--- config.mk ---
export PLATFORM = sky130hd
export DESIGN_NAME = lpd_top
export DESIGN_NICKNAME = d
export VERILOG_FILES = /design/src/rtl/lpd_field_dec.sv /design/src/rtl/lpd_top.sv
export SDC_FILE = /design/constraint.sdc
export NUM_CORES = 1
export LEC_CHECK = 0
export ABC_AREA = 0
export BUFFER_PORTS_ARGS = -buffer_cell sky130_fd_sc_hd__buf_2
export CAP_MARGIN = 0
export CELL_PAD_IN_SITES_DETAIL_PLACEMENT = 1
export CELL_PAD_IN_SITES_GLOBAL_PLACEMENT = 1
export CORE_AREA = 2 2 202 125
export CTS_BUF_LIST = sky130_fd_sc_hd__clkbuf_8
export CTS_CLUSTER_DIAMETER = 60
export DETAILED_ROUTE_END_ITERATION = 16
export DIE_AREA = 0 0 204 127
export PLACE_DENSITY_LB_ADDON = 0.1
export SLEW_MARGIN = 10
export SYNTH_ARGS = -nofsm -noshare
export SYNTH_HDL_FRONTEND = slang
export SYNTH_SLANG_ARGS = --single-unit
export TNS_END_PERCENT = 50
--- constraint.sdc ---
create_clock -name i_clk -period 3.6 [get_ports i_clk]
set_input_delay 0.18 -clock i_clk [delete_from_list [all_inputs] [get_ports i_clk]]
set_output_delay 0.18 -clock i_clk [all_outputs]
set_load 0.02 [all_outputs]
--- src/rtl/lpd_field_dec.sv ---
// Overview of operation
// - line address = adapter plus selector bits 2-6
// - fast board gives 64 plus 32 lines
// - first family bit 2 picks board half
// - first family bits 3-4 pick card
// - first family bits 5-6 pick port
// - quad-port card accepts all four ports
// - single-port card accepts first port only
// - bit 7 set means receive, clear transmit
// - second family bit 2 picks board
// - second family bits 3-5 pick card
// - second family bit 6 picks port
// - two-port answers both, single-port first only
// - second family lines start at 64
package lpd_pkg;
    // ********************************
    // selector byte field positions
    // ********************************
    localparam int SEL_DIR_BIT   = 0;
    localparam int SEL_PORT1_LSB = 1;
    localparam int SEL_PORT2_BIT = 1;
    localparam int SEL_CARD1_LSB = 3;
    localparam int SEL_CARD2_LSB = 2;
    localparam int SEL_HALF_BIT  = 5;
    localparam int SEL_TOP_LSB   = 6;
    localparam int SEL_LINE_LSB  = 1;
    // ********************************
    // line numbering
    // ********************************
    localparam int         NUM_LINES     = 96;
    localparam logic [6:0] LINE_BASE_F2  = 7'h40;
    // ********************************
    // register map and reset values
    // ********************************
    localparam logic [7:0] OFF_CTRL   = 8'h00;
    localparam logic [7:0] OFF_SINGLE1 = 8'h04;
    localparam logic [7:0] OFF_SINGLE2 = 8'h08;
    localparam logic [7:0] OFF_STATUS = 8'h0C;
    localparam logic [7:0] OFF_HIT0   = 8'h10;
    localparam logic [7:0] OFF_HIT1   = 8'h14;
    localparam logic [7:0] OFF_HIT2   = 8'h18;
    localparam logic [7:0] OFF_COUNT  = 8'h1C;
    localparam logic        RST_FAST    = 1'b1;
    localparam logic [15:0] RST_SINGLE  = 16'h0000;
    localparam logic [1:0]  RESP_OKAY   = 2'h0;
    localparam logic [1:0]  RESP_SLVERR = 2'h2;
    // ********************************
    // bus state machines
    // ********************************
    typedef enum logic [1:0] {
        LPD_W_IDLE = 2'b01,
        LPD_W_RESP = 2'b10
    } lpd_wst_t;
    typedef enum logic [1:0] {
        LPD_R_IDLE = 2'b01,
        LPD_R_DATA = 2'b10
    } lpd_rst_t;
endpackage

`timescale 1ns/1ps
`default_nettype none
module lpd_field_dec
    import lpd_pkg::*;
(
    input  wire logic [7:0]  i_sel,
    input  wire logic        i_fam2,
    input  wire logic        i_bank,
    input  wire logic        i_fast,
    input  wire logic [15:0] i_single1,
    input  wire logic [15:0] i_single2,
    output logic             o_ok,
    output logic [6:0]       o_line,
    output logic             o_rx,
    output logic             o_half,
    output logic [2:0]       o_card,
    output logic [1:0]       o_port
);
    // ********************************
    // selector decode
    // ********************************
    // pure decode; the caller registers it
    always_comb begin
        logic top_zero;
        logic single;
        top_zero = 1'b0;
        single   = 1'b0;
        top_zero = (i_sel[7:SEL_TOP_LSB] == 2'h0);
        o_rx     = i_sel[SEL_DIR_BIT];
        o_half   = i_sel[SEL_HALF_BIT];
        if (!i_fam2) begin
            o_card = {1'b0, i_sel[SEL_CARD1_LSB +: 2]};
            o_port = i_sel[SEL_PORT1_LSB +: 2];
            single = i_single1[{i_bank, o_half, o_card[1:0]}];
            // quad cards take any port, single only the first
            o_ok   = top_zero && (!single || o_port == 2'h0);
            o_line = {1'b0, i_bank, i_sel[SEL_LINE_LSB +: 5]};
        end else begin
            o_card = i_sel[SEL_CARD2_LSB +: 3];
            o_port = {1'b0, i_sel[SEL_PORT2_BIT]};
            single = i_single2[{o_half, o_card}];
            // second family exists only beside the fast board
            o_ok   = top_zero && i_fast
                     && (!single || !o_port[0]);
            o_line = 7'(LINE_BASE_F2 + {2'h0, i_sel[SEL_LINE_LSB +: 5]});
        end
    end
endmodule
`default_nettype wire

--- src/rtl/lpd_top.sv ---
`timescale 1ns/1ps
`default_nettype none
module lpd_top
    import lpd_pkg::*;
(
    input  wire logic        i_clk,
    input  wire logic        i_rst_n,
    // selector byte from the data phase
    input  wire logic        i_sel_valid,
    input  wire logic [7:0]  i_sel_byte,
    input  wire logic        i_sel_fam2,
    input  wire logic        i_sel_bank,
    // decoded line
    output logic             o_line_valid,
    output logic             o_line_reject,
    output logic [6:0]       o_line_num,
    output logic             o_line_rx,
    output logic             o_line_half,
    output logic [2:0]       o_line_card,
    output logic [1:0]       o_line_port,
    // axi4-lite slave
    input  wire logic [7:0]  i_awaddr,
    input  wire logic        i_awvalid,
    output logic             o_awready,
    input  wire logic [31:0] i_wdata,
    input  wire logic [3:0]  i_wstrb,
    input  wire logic        i_wvalid,
    output logic             o_wready,
    output logic [1:0]       o_bresp,
    output logic             o_bvalid,
    input  wire logic        i_bready,
    input  wire logic [7:0]  i_araddr,
    input  wire logic        i_arvalid,
    output logic             o_arready,
    output logic [31:0]      o_rdata,
    output logic [1:0]       o_rresp,
    output logic             o_rvalid,
    input  wire logic        i_rready
);
    // ********************************
    // state
    // ********************************
    typedef struct packed {
        lpd_wst_t         wst;
        lpd_rst_t         rst;
        logic             awready;
        logic             wready;
        logic             bvalid;
        logic [1:0]       bresp;
        logic             arready;
        logic             rvalid;
        logic [31:0]      rdata;
        logic [1:0]       rresp;
        logic             aw_have;
        logic [7:0]       aw_addr;
        logic             w_have;
        logic [31:0]      w_data;
        logic [3:0]       w_strb;
        logic             fast;
        logic [15:0]      single1;
        logic [15:0]      single2;
        logic [NUM_LINES-1:0] hit;
        logic [15:0]      ok_cnt;
        logic [15:0]      rej_cnt;
        logic             last_rej;
        logic             fam2;
        logic             line_valid;
        logic             line_reject;
        logic [6:0]       line_num;
        logic             line_rx;
        logic             line_half;
        logic [2:0]       line_card;
        logic [1:0]       line_port;
    } lpd_state_t;

    lpd_state_t st;
    lpd_state_t next_st;
    logic       dec_ok;
    logic [6:0] dec_line;
    logic       dec_rx;
    logic       dec_half;
    logic [2:0] dec_card;
    logic [1:0] dec_port;
    logic       wr_do;
    // ********************************
    // selector field decoder
    // ********************************
    lpd_field_dec u_dec (
        .i_sel     (i_sel_byte),
        .i_fam2    (i_sel_fam2),
        .i_bank    (i_sel_bank),
        .i_fast    (st.fast),
        .i_single1 (st.single1),
        .i_single2 (st.single2),
        .o_ok      (dec_ok),
        .o_line    (dec_line),
        .o_rx      (dec_rx),
        .o_half    (dec_half),
        .o_card    (dec_card),
        .o_port    (dec_port)
    );

    // ********************************
    // helpers
    // ********************************
    // byte-lane merge for writable registers
    function automatic logic [31:0] lpd_merge(
        input logic [31:0] old_v,
        input logic [31:0] new_v,
        input logic [3:0]  strb
    );
        logic [31:0] res;
        res = old_v;
        for (int b = 0; b < 4; b++) begin
            if (strb[b]) begin
                res[8*b +: 8] = new_v[8*b +: 8];
            end
        end
        return res;
    endfunction
    // write fires once both halves of the request are held
    assign wr_do = (st.wst == LPD_W_IDLE) && st.aw_have && st.w_have;
    // ********************************
    // next state
    // ********************************
    always_comb begin
        logic [31:0] m;
        logic [7:0]  wa;
        logic [7:0]  ra;
        m   = 32'h0;
        wa  = {st.aw_addr[7:2], 2'b00};
        ra  = {i_araddr[7:2], 2'b00};
        next_st = st;
        next_st.line_valid  = 1'b0;
        next_st.line_reject = 1'b0;
        // address and data may arrive in either order
        if (st.awready && i_awvalid) begin
            next_st.aw_have = 1'b1;
            next_st.aw_addr = i_awaddr;
            next_st.awready = 1'b0;
        end
        if (st.wready && i_wvalid) begin
            next_st.w_have = 1'b1;
            next_st.w_data = i_wdata;
            next_st.w_strb = i_wstrb;
            next_st.wready = 1'b0;
        end
        // write channel
        case (st.wst)
            LPD_W_IDLE: begin
                if (wr_do) begin
                    m = lpd_merge(32'h0, st.w_data, st.w_strb);
                    next_st.bresp = RESP_OKAY;
                    if (wa == OFF_CTRL) begin
                        if (st.w_strb[0]) begin
                            next_st.fast = st.w_data[0];
                        end
                    end else if (wa == OFF_SINGLE1) begin
                        next_st.single1 = 16'(lpd_merge(
                            {16'h0, st.single1}, st.w_data, st.w_strb));
                    end else if (wa == OFF_SINGLE2) begin
                        next_st.single2 = 16'(lpd_merge(
                            {16'h0, st.single2}, st.w_data, st.w_strb));
                    end else if (wa == OFF_HIT0) begin
                        next_st.hit[31:0] = st.hit[31:0] & ~m;
                    end else if (wa == OFF_HIT1) begin
                        next_st.hit[63:32] = st.hit[63:32] & ~m;
                    end else if (wa == OFF_HIT2) begin
                        next_st.hit[95:64] = st.hit[95:64] & ~m;
                    end else if (wa == OFF_STATUS || wa == OFF_COUNT) begin
                        next_st.bresp = RESP_OKAY; // read-only, write ignored
                    end else begin
                        next_st.bresp = RESP_SLVERR;
                    end
                    next_st.aw_have = 1'b0;
                    next_st.w_have  = 1'b0;
                    next_st.bvalid  = 1'b1;
                    next_st.wst     = LPD_W_RESP;
                end
            end
            LPD_W_RESP: begin
                // one write at a time: ready comes back after the answer
                if (i_bready) begin
                    next_st.bvalid  = 1'b0;
                    next_st.awready = 1'b1;
                    next_st.wready  = 1'b1;
                    next_st.wst     = LPD_W_IDLE;
                end
            end
            default: begin
                next_st.wst = LPD_W_IDLE;
            end
        endcase

        // read channel
        case (st.rst)
            LPD_R_IDLE: begin
                if (st.arready && i_arvalid) begin
                    next_st.rresp = RESP_OKAY;
                    if (ra == OFF_CTRL) begin
                        next_st.rdata = {31'h0, st.fast};
                    end else if (ra == OFF_SINGLE1) begin
                        next_st.rdata = {16'h0, st.single1};
                    end else if (ra == OFF_SINGLE2) begin
                        next_st.rdata = {16'h0, st.single2};
                    end else if (ra == OFF_STATUS) begin
                        next_st.rdata = {16'h0, st.fam2, st.last_rej, st.line_port,
                                         st.line_card, st.line_half, st.line_rx, st.line_num};
                    end else if (ra == OFF_HIT0) begin
                        next_st.rdata = st.hit[31:0];
                    end else if (ra == OFF_HIT1) begin
                        next_st.rdata = st.hit[63:32];
                    end else if (ra == OFF_HIT2) begin
                        next_st.rdata = st.hit[95:64];
                    end else if (ra == OFF_COUNT) begin
                        next_st.rdata = {st.rej_cnt, st.ok_cnt};
                    end else begin
                        next_st.rdata = 32'h0;
                        next_st.rresp = RESP_SLVERR;
                    end
                    next_st.rvalid  = 1'b1;
                    next_st.arready = 1'b0;
                    next_st.rst     = LPD_R_DATA;
                end
            end
            LPD_R_DATA: begin
                if (i_rready) begin
                    next_st.rvalid  = 1'b0;
                    next_st.arready = 1'b1;
                    next_st.rst     = LPD_R_IDLE;
                end
            end
            default: begin
                next_st.rst = LPD_R_IDLE;
            end
        endcase

        // selector decode; the set comes after any clear so it wins
        if (i_sel_valid) begin
            if (dec_ok) begin
                next_st.line_valid     = 1'b1;
                next_st.line_num       = dec_line;
                next_st.line_rx        = dec_rx;
                next_st.line_half      = dec_half;
                next_st.line_card      = dec_card;
                next_st.line_port      = dec_port;
                next_st.fam2           = i_sel_fam2;
                next_st.last_rej       = 1'b0;
                next_st.hit[dec_line]  = 1'b1;
                next_st.ok_cnt         = st.ok_cnt + 16'h0001;
            end else begin
                // refused selector: no line, line state left as it was
                next_st.line_reject = 1'b1;
                next_st.last_rej    = 1'b1;
                next_st.rej_cnt     = st.rej_cnt + 16'h0001;
            end
        end
    end

    // ********************************
    // registers
    // ********************************
    always_ff @(posedge i_clk) begin
        if (!i_rst_n) begin
            st         <= '0;
            st.wst     <= LPD_W_IDLE;
            st.rst     <= LPD_R_IDLE;
            st.awready <= 1'b1;
            st.wready  <= 1'b1;
            st.arready <= 1'b1;
            st.fast    <= RST_FAST;
            st.single1 <= RST_SINGLE;
            st.single2 <= RST_SINGLE;
        end else begin
            st <= next_st;
        end
    end

    // ********************************
    // outputs
    // ********************************
    assign o_line_valid  = st.line_valid;
    assign o_line_reject = st.line_reject;
    assign o_line_num    = st.line_num;
    assign o_line_rx     = st.line_rx;
    assign o_line_half   = st.line_half;
    assign o_line_card   = st.line_card;
    assign o_line_port   = st.line_port;
    assign o_awready     = st.awready;
    assign o_wready      = st.wready;
    assign o_bresp       = st.bresp;
    assign o_bvalid      = st.bvalid;
    assign o_arready     = st.arready;
    assign o_rdata       = st.rdata;
    assign o_rresp       = st.rresp;
    assign o_rvalid      = st.rvalid;
endmodule
`default_nettype wire

Word level (Yosys, flattened, before mapping)
Cells that the tools add are included.

Input port bits: 70. Output and inout port bits: 57. Logic and storage cells: 186. Register bits after elaboration: 270.

Add/sub/neg operators: 3. Magnitude comparators: 4. Mux-type cells: 82. Reductions and logical operators: 35. Equal/unequal tests: 22. Bitwise gates (word level): 8.

Operators with widths (count): $mux 96 (5); $mux 32 (12); $mux 146 (1); $mux 112 (1); $and 32x32->32 (3); $mux 8 (12); $or 96x96->96 (1); $mux 64 (1); $eq 6x3->1 const B (8); $mux 2 (23); $mux 37 (1); $mux 36 (1); $add 16x1->16 const B (2); $not 32->32 (1); $eq 6x2->1 const B (4); $mux 16 (1); $mux 14 (1); $reduce_and 2->1 (7); $eq 6x1->1 const B (2); $logic_not 6->1 (2); $pmux 2 s2 (3); $reduce_and 6->1 (2); $mux 1 (11); $lt 4x5->1 const B (2); 21 further kinds (47).

Longest topological paths before layout
Gate-level depths: netlist (run 1).

Depth after elaboration: 18. Mapped depth: 11. Gate-level depth less buffers: 6.

Hierarchy
From an unflattened synthesis (run 1), not the netlist that was laid out.

Cell total of the unflattened synthesis: 1316. Area, all modules: 12443.2 µm².

Modules (own cells, without submodules): lpd_top (instances 1, area an instance 11986.5 µm², cells an instance 1263, sequential area each 5325.1 µm²); lpd_field_dec (instances 1, area an instance 456.7 µm², cells an instance 53, sequential area each 0.0 µm²).

Worst setup path before layout (run 1)
Ideal clock, no wire load.

Path kind: in2reg. Start point: input i_sel_byte[3]. End point: register st[142] (netlist bit). Slack: 1.203 ns. Data arrival time: 2.325 ns. Buffers on the path: 4. Stages on the path: 10. Required time: 3.528 ns. Library setup time: 0.072 ns. Cells stage by stage: buf_2 buf_1 mux2i_1 o22ai_1 o41ai_1 o2111ai_1 buf_2 or4_4 buf_6 o21ai_1.

Cells in the longest elaborated chain, start to end: 9. Elaborated cells between the ends (all ways): 21. Those cells by class: add/sub (1); order compare (2); mux (10); bitwise (1); reduce/logical (7).

Ends and longest elaborated chain: start, declared (RTL line lpd_top.sv:10) `input wire logic [7:0] i_sel_byte,`; $add 7x5->7 (RTL line lpd_field_dec.sv:104) `o_line = 7'(LINE_BASE_F2 + {2'h0, i_sel[SEL_LINE_LSB +: 5]});`; $mux 7 (RTL line lpd_field_dec.sv:90) `if (!i_fam2) begin`; $lt 7x8->1 (implied by the code) / $ge 7x1->1 (equally long branches) (RTL line lpd_top.sv:249) `next_st.hit[dec_line] = 1'b1;`; $logic_and 1x1->1 (implied by the code) (RTL line lpd_top.sv:249); $mux 1 (implied by the code) (RTL line lpd_top.sv:249); $demux 1 s7 (RTL line lpd_top.sv:249); $or 96x96->96 (no source line); $mux 112 * (RTL line lpd_top.sv:240) `if (dec_ok) begin`; $mux 146 * (RTL line lpd_top.sv:239) `if (i_sel_valid) begin`; end signal, assigned (RTL line lpd_top.sv:275) `st <= next_st;`; end, declared (RTL line lpd_top.sv:76) `lpd_state_t st;`.

Mark *: on every way between the ends. The rest lies on a longest branch, timed or not. The select of a mux whose other input is x is not followed. A chain may end at the register's enable or synchronous reset.

Final worst setup path (run 1)
Start point: register st[165] (netlist bit). End point: register st[40] (netlist bit).

Cells in the longest elaborated chain, start to end: 7.

Ends and longest elaborated chain: $bmux 1 s4 (RTL line lpd_field_dec.sv:93) `single = i_single1[{i_bank, o_half, o_card[1:0]}];`; $mux 1 (implied by the code) (RTL line lpd_field_dec.sv:93); $logic_not 1->1 (RTL line lpd_field_dec.sv:95) `o_ok = top_zero && (!single || o_port == 2'h0);`; $logic_or 1x1->1 (RTL line lpd_field_dec.sv:95); $logic_and 1x1->1 (RTL line lpd_field_dec.sv:95); $mux 1 (RTL line lpd_field_dec.sv:90); $reduce_and 2->1 (no source line).

Every way passes these cells. The select of a mux whose other input is x is not followed.

==> results of run 1 <==
how the worst max path moves through the flow:
stage | cells after the start | endpoint | slack, ps | from
floorplan | 10 | st[142] | 1200 | i_sel_byte[3]
global placement | 8 | st[45] | 670 | i_sel_byte[4]
detailed placement | 8 | st[40] | 590 | i_sel_byte[4]
CTS | 7 | st[40] | 820 | st[165]
global route | 7 | st[43] | 660 | st[165]
finish | 7 | st[40] | 800 | st[165]
logic make-up after synthesis:
group           Yosys count  synth area share
other cells               1          0.000318
xor+xnor                  1          0.000742
buf+inv                 171            0.0723
simple gates            427             0.170
flops                   263             0.446
fa+ha+maj                 2           0.00212
mux                      81            0.0757
compound gates          448             0.233
registers in the layout (all words and copies together), names as in the netlist, 3 cells and up:
register and flops:
o_rdata 32, o_line_num 6, o_line_card 3, st 211
area by class of cell:
type | instances | share of cell area
Clock inverter | 15 | 0.00651
Multi-Input combinational cell | 961 | 0.419
Timing Repair Buffer | 204 | 0.101
Clock buffer | 54 | 0.0544
Sequential cell | 263 | 0.386
Tap cell | 322 | 0.0295
Inverter | 14 | 0.00403
layer usage:
metal	vias to the layer above	global-route usage	routed length (um)	part of all wire
met4	2	0.0669	601	0.014
met3	54	0.0842	4160	0.098
met5	-	0	9	0.00021
met2	440	0.476	17800	0.42
met1	5703	0.481	19800	0.47
li1	5178	-	-	-
per-stage QoR:
| step | total power (W) | utilization | hold slack [ps] |
|---|---|---|---|
| 3_3_place_gp | 0.00355 | 0.514 | 390 |
| 3_5_place_dp | 0.00357 | 0.514 | 411 |
| 4_1_cts | 0.00621 | 0.571 | 5.14 |
| 5_1_grt | 0.00643 | 0.571 | 49.8 |
| 6_report | 0.00621 | 0.571 | 19.2 |
| 2_1_floorplan | 0.00339 | - | 280 |
synthesized netlist by cell type, types with 6 or more instances:
cell	number
sky130_fd_sc_hd__buf_4	48
sky130_fd_sc_hd__dfxtp_1	263
sky130_fd_sc_hd__nor2_1	93
sky130_fd_sc_hd__clkbuf_1	87
sky130_fd_sc_hd__buf_2	10
sky130_fd_sc_hd__o21ai_1	11
sky130_fd_sc_hd__o211ai_1	112
sky130_fd_sc_hd__nand3_1	30
sky130_fd_sc_hd__nand3b_1	7
sky130_fd_sc_hd__mux2i_1	72
sky130_fd_sc_hd__a22o_1	14
sky130_fd_sc_hd__a21oi_1	130
sky130_fd_sc_hd__inv_1	13
sky130_fd_sc_hd__a221oi_1	12
sky130_fd_sc_hd__o31ai_1	17
sky130_fd_sc_hd__o21ai_0	128
sky130_fd_sc_hd__or3_1	18
sky130_fd_sc_hd__nor2b_1	7
sky130_fd_sc_hd__or4_1	18
sky130_fd_sc_hd__nand2b_1	10
sky130_fd_sc_hd__buf_1	7
sky130_fd_sc_hd__nand4_1	9
sky130_fd_sc_hd__nor3b_1	6
sky130_fd_sc_hd__nand2_1	197
worst max-delay path, cell delays in order, from the launching register on:
cell	delay, ps
sky130_fd_sc_hd__dfxtp_1	350
sky130_fd_sc_hd__mux4_1	500
sky130_fd_sc_hd__mux2_2	330
sky130_fd_sc_hd__nor4_4	230
sky130_fd_sc_hd__o2111ai_4	230
sky130_fd_sc_hd__buf_4	340
sky130_fd_sc_hd__or4_1	550
sky130_fd_sc_hd__a21oi_1	160
power breakdown:
group	switching (W)	internal, W	leakage [nW]
clock network	0.00124	0.00140	0.469
registers	0.0000681	0.00297	2.13
logic	0.000347	0.000185	2.56
timing repair:
item | CTS | global route
hold buffers | 54 | 0
hold endpoints to repair | 52 | 0
resized for setup | 0 | 0
==> key figures, run 1 <==
Floorplan
  – Die height: ~130 um
  – Number of top-level design ports: between 100 and 150
  – Die width: around 200 um
  – Std-Cell Rows: 44
  – Core Area: about 24000 sq um
  – Initial core utilization: 0.494
  – DIE AREA: ~26000 sq um

Clock network
  – Root buffer selected by CTS: sky130_fd_sc_hd__clkbuf_8
  – Longest Clk Path Bufs: 3
  – TritonCTS clock tree: built
  – Number of levels the H-tree was split into: 2
  – Sink Count: around 260
  – Number of buffers added by the clock tree synthesis step: 41
  – Clock input transition at the sequential cells of the worst setup and hold paths: about 60 ps
  – Clock latency on the worst-skew pair: 570 ps
  – Count of buffers added by post-CTS timing repair for setup: 0

Global routing
  – Antenna violations before repair: 1
  – Total overflow reported by the global router: 0
  – Largest net degree at the start of global routing: 72
  – Number of global-route vias before repair: approximately 11000
  – First-pass GRT wire length: between 60000 and 70000 um
  – Overall routing resource usage: 0.325

Layout
  – Number of diodes: 0
  – Area taken by flip-flops and latches: approximately 5300 sq um
  – Layout cells sized above 1: 0.149
  – Most common cell after layout, fill and taps aside: sky130_fd_sc_hd__dfxtp_1
  – Filler-free cell count of the finished design: 1833
  – Area delta synth->final: 15.6%
  – Area of the multi-input gates: around 5700 sq um
  – Summed area of non-filler cells in the final layout: between 10000 and 15000 sq um
  – Count of filler cells inserted in the layout: 2813
  – Most used cells in the layout excluding fill and tap cells: 263 x sky130_fd_sc_hd__dfxtp_1, 197 x sky130_fd_sc_hd__nand2_1, 130 x sky130_fd_sc_hd__a21oi_1
  – Net count reported at finish: between 1500 and 2000

Pwr
  – Peak ir drop on the vdd network: roughly 0.26 mV
  – Power density cells: around 450 nW/um^2
  – Static power due to leakage: between 5 and 6 nW

Critical path
  – Largest fanout of any net on the critical path: 48
  – Capture point of the worst reg-to-reg path: st[40]
  – Critical path required time: between 4000 and 5000 ps
  – Critical Path Sink Type: register
  – Launch point of the worst reg-to-reg path: st[165]
  – Startpoint types: register
  – Data arrival time of the critical path: 3270 ps
  – Length in cells of the worst reg-to-reg path: 7
  – Critical path class: reg2reg
  – Worst reg-to-reg setup slack: roughly 800 ps

Timing
  – Slew HR: 0.219
  – Final worst path period share: 0.776
  – Unrepaired setup endpoints after global routing: no
  – Finish-stage setup viols: 0
  – Final setup slack of the worst path: between 800 and 900 ps
  – Actual transition at the worst max-transition pin: approximately 1200 ps
  – Number of endpoints with negative hold slack in the final report: 0
  – Summed negative setup slack over all endpoints: 0 ps
  – Final worst path period need: 2800 ps
  – Final count of pins violating max slew: 0
  – Skew final: about 19 ps
  – Highest clock rate: 358 MHz

Yosys
  – Distinct cells, synth: 63
  – Yosys top cell by area: sky130_fd_sc_hd__dfxtp_1
  – Top cells by area, synth: sky130_fd_sc_hd__dfxtp_1 45%, sky130_fd_sc_hd__o211ai_1 7.1%, sky130_fd_sc_hd__nand2_1 6.3%, sky130_fd_sc_hd__mux2i_1 6.1%, sky130_fd_sc_hd__a21oi_1 5.5%
  – Flip-flop and latch count after synthesis: approximately 260
  – Post-synthesis instance area: between 10000 and 15000 sq um
  – Prevailing post-synth register cell: sky130_fd_sc_hd__dfxtp_1
  – Yosys warnings: 0
  – Post-synth EDFFs: 0
  – Area share of the leading cell type in the synthesized netlist: 0.446
  – Mean instance size in the synthesized netlist: 8.47 sq um
  – Sequential-to-total area share from yosys stat: 0.446
  – Number of instances in the synthesized netlist: around 1400
  – Proportion of synthesized flip-flops having asynchronous set or reset: 0

Detailed routing
  – Count of nets left with antenna violations after detail routing: 0
  – WL per Instance: between 20 and 25 um
  – Wire length after detailed routing: ~42000 um
  – Count of unresolved DRC violations after routing: 0
  – Starting DRC count in detailed routing: just under 900
  – Number of vias after detailed routing: 11377
  – TritonRoute pass-1 iters: 5
  – Via density per instance: 6.21

Min path
  – Hold Crit Endpoint: o_arready
  – Hold path cells: 4
  – Worst Min Path Start: i_arvalid
  – Hold crit path type: in2reg

Run
  – Max-cap violations: 0

Run status
  – Outcome: finished clean

Placement
  – Count of placed standard cells including taps: 1710
  – Detailed-placement wirelength estimate: 28200 um
  – Placed inst area: roughly 12000 sq um
  – Placement Setup Slack: about 590 ps
  – Placer congestion estimate: between 0.8 and 0.9
  – Count of input and output buffers: 120
No activity file was read; power rests on OpenSTA's default activity.
==> run 2, diff against run 1 <==
--- a/config.mk
+++ b/config.mk
@@ -10,11 +10,11 @@
 export CAP_MARGIN = 0
 export CELL_PAD_IN_SITES_DETAIL_PLACEMENT = 1
 export CELL_PAD_IN_SITES_GLOBAL_PLACEMENT = 1
-export CORE_AREA = 2 2 202 125
+export CORE_AREA = 2 2 220 135
 export CTS_BUF_LIST = sky130_fd_sc_hd__clkbuf_8
 export CTS_CLUSTER_DIAMETER = 60
 export DETAILED_ROUTE_END_ITERATION = 16
-export DIE_AREA = 0 0 204 127
+export DIE_AREA = 0 0 222 137
 export PLACE_DENSITY_LB_ADDON = 0.1
 export SLEW_MARGIN = 10
 export SYNTH_ARGS = -nofsm -noshare
==> constraint.sdc (replaced) <==
create_clock -name i_clk -period 2.5 [get_ports i_clk]
set_input_delay 0.125 -clock i_clk [delete_from_list [all_inputs] [get_ports i_clk]]
set_output_delay 0.125 -clock i_clk [all_outputs]
set_load 0.02 [all_outputs]
==> run 2 against run 1 <==
Effect of this change: global-route usage decreased by 4.2 points; critical endpoint is now st[114]; clock-buffer cell count shrank 2; largest power group unchanged; register-to-register slack worse by 850 ps; setup slack got worse by 850 ps; combinational power rose by 54%; critical path type unchanged; the run now ends with negative setup slack left; die area is 17% higher; first-iteration DRC count rose by 7.2%; critical path depth unchanged; final cell count grew 6.3%; design area rose by 5.1%; sequential power rose by 44%.
==> key figures, run 2 (synthesis gave the netlist of run 1 again) <==
Clock network
  – Number of buffers added by the clock tree synthesis step: 43 (+4.9%)
  – TritonCTS clock tree: built
  – Longest Clk Path Bufs: 3 (unchanged)
  – Sink Count: 263 (unchanged)
  – Clock input transition at the sequential cells of the worst setup and hold paths: 70 ps (about the same)
  – Clock latency on the worst-skew pair: 600 ps (+30 ps)
  – Number of levels the H-tree was split into: 2 (unchanged)
  – Root buffer selected by CTS: sky130_fd_sc_hd__clkbuf_8

Timing
  – Skew final: 27.0 ps (+7.96 ps)
  – Slew HR: 0.545 (+0.326)
  – Unrepaired setup endpoints after global routing: yes
  – Number of endpoints with negative hold slack in the final report: 0 (unchanged)
  – Final worst path period need: 2550 ps (-246 ps)
  – Actual transition at the worst max-transition pin: 666 ps (-504 ps)
  – Finish-stage setup viols: 11 (+11)
  – Final worst path period share: 1.02 (+0.243)
  – Hold slack: 46.4 ps (+27.2 ps)
  – Final setup slack of the worst path: -49.1 ps (-854 ps)
  – Final count of pins violating max slew: 0 (unchanged)
  – Highest clock rate: 392 MHz (+9.7%)

Placement
  – Count of input and output buffers: 120 (unchanged)
  – Placer congestion estimate: 0.867 (-3.3%)
  – Detailed-placement wirelength estimate: 30300 um (+7.5%)
  – Count of placed standard cells including taps: 1812 (+6.0%)

Critical path
  – Cells traversed along the worst timing path: mux4_2, mux2_2, nand4_1, o2111ai_4, or4_4, clkbuf_16, o21ai_1
  – Critical path class: reg2reg
  – Slowest library cell on the worst path: sky130_fd_sc_hd__or4_4
  – Startpoint types: register
  – Critical Path Sink Type: register
  – Largest fanout of any net on the critical path: 6 (-88%)
  – Stage delay of the slowest cell on the critical path: 570 ps (+20 ps)
  – Launch point of the worst reg-to-reg path: st[151]
  – Critical path required time: 3010 ps (-1070 ps)
  – Beginning of the critical path: st[151]
  – Data arrival time of the critical path: 3060 ps (-210 ps)

Layout
  – Layout cells sized above 1: 0.193 (+0.0436)
  – Number of flip-flops in the largest register: 211 (unchanged)
  – Final core utilization: 0.505 (-0.0662)
  – Net count reported at finish: 1618 (+3.9%)
  – Most common cell after layout, fill and taps aside: sky130_fd_sc_hd__dfxtp_1
  – Largest register by flop count: st
  – Number of diodes: 0 (unchanged)
  – Area delta synth->final: 21.6%
  – Filler-free cell count of the finished design: 1949 (+6.3%)
  – Most used cells in the layout excluding fill and tap cells: 262 x sky130_fd_sc_hd__dfxtp_1, 197 x sky130_fd_sc_hd__nand2_1, 126 x sky130_fd_sc_hd__a21oi_1

Global routing
  – Overall routing resource usage: 0.283 (-0.0419)
  – Number of global-route vias before repair: 10859 (-2.4%)
  – Antenna violations before repair: 0 (-1)
  – Total overflow reported by the global router: 0 (unchanged)
  – Largest net degree at the start of global routing: 76 (+5.6%)
  – First-pass GRT wire length: 65500 um (+0.47%)

Floorplan
  – Initial core utilization: 0.416 (-0.0785)
  – Number of top-level design ports: 127 (unchanged)
  – Core Area: 28400 sq um (+19%)
  – Die width: 222 um (+8.8%)
  – Std-Cell Rows: 48 (+9.1%)
  – DIE AREA: 30400 sq um (+17%)
  – Die height: 137 um (+7.9%)

Detailed routing
  – Via density per instance: 5.82 (-6.2%)
  – TritonRoute pass-1 iters: 5 (unchanged)
  – Number of vias after detailed routing: 11346 (-0.27%)
  – Count of nets left with antenna violations after detail routing: 0 (unchanged)
  – Wire length after detailed routing: 43900 um (+3.7%)
  – Count of unresolved DRC violations after routing: 0 (unchanged)
  – WL per Instance: 22.5 um (-2.5%)
  – Starting DRC count in detailed routing: 927 (+7.2%)

Min path
  – Hold crit path type: in2reg
  – Worst Min Path Start: i_sel_valid

Pwr
  – Peak ir drop on the vdd network: 0.365 mV (+40%)
  – Power density cells: 618 nW/um^2 (+36%)
  – Static power due to leakage: 5.50 nW (+6.7%)

Run
  – Max-cap violations: 0 (unchanged)

Run status
  – Failing checks: negative setup slack
  – Outcome: finished with violations
## run 2: cell count changes in the layout (fill, tap and decap cells not counted), sizes merged
cell         change
inv              +8
o2111ai          +1
clkbuf           -1
buf             +51
bufinv           -1
dlygate4sd3      +6
clkinvlp         -1
## run 2: area by class of cell
cell class                 count  area (sq um)
fill                        3367         14100
multi-input combinational    962          5840
sequential                   263          5270
tap                          375           469
clock buffer                  52           716
inverter                      14          55.1
timing repair buffer         262          1920
clock inverter                21          91.3
## run 2: per-stage QoR
| stage | power (W) | TNS [ps] | area (sq um) | setup slack (ps) |
|---|---|---|---|---|
| floorplan | 0.00488 | 0 | 11800 | 158 |
| global placement | 0.00517 | -1030 | 12800 | -59.3 |
| detailed placement | 0.00518 | -3730 | 12800 | -120 |
| CTS | 0.00891 | -39.8 | 14200 | -14.3 |
| global route | 0.00920 | -3130 | 14400 | -124 |
| finish | 0.00887 | -152 | 14400 | -49.1 |
## run 2: final timing paths
check	to	slack, ps	cells after the start
setup / recovery	st[114]	-50	7
hold / removal	st[20]	50	4
setup reg to reg	st[114]	-50	7
hold reg to reg	o_rdata[9]	450	2
## run 2: what timing repair did
item / CTS / global route
endpoints found under the setup margin: 38 / 101
hold endpoints to repair: 61 / 0
cloned: 1 / 1
resized for setup: 14 / 77
hold buffers: 60 / 0
pin swaps: 4 / 11
setup buffers: 1 / 1
## run 2: power by group
group / total (W) / switching [W] / internal (W)
Combinational: 0.000818 / 0.000511 / 0.000307
Sequential: 0.00437 / 0.0000985 / 0.00428
Clock: 0.00368 / 0.00181 / 0.00188
Total: 0.00887 / 0.00242 / 0.00646
## run 2: metal layers
metal  part of all wire  GRT usage  wire length, um
met2               0.40      0.404            17700
met1               0.50      0.421            22200
met4              0.015     0.0646              642
met3              0.077     0.0745             3400
met5                  0          0                0
## run 2: worst max-delay path: cells and delay by family, from the launching register on
| family | cells | cell delay (ps) |
|---|---|---|
| compound gates | 2 | 370 |
| flops | 1 | 360 |
| buf+inv | 1 | 190 |
| mux | 2 | 760 |
| simple gates | 2 | 780 |
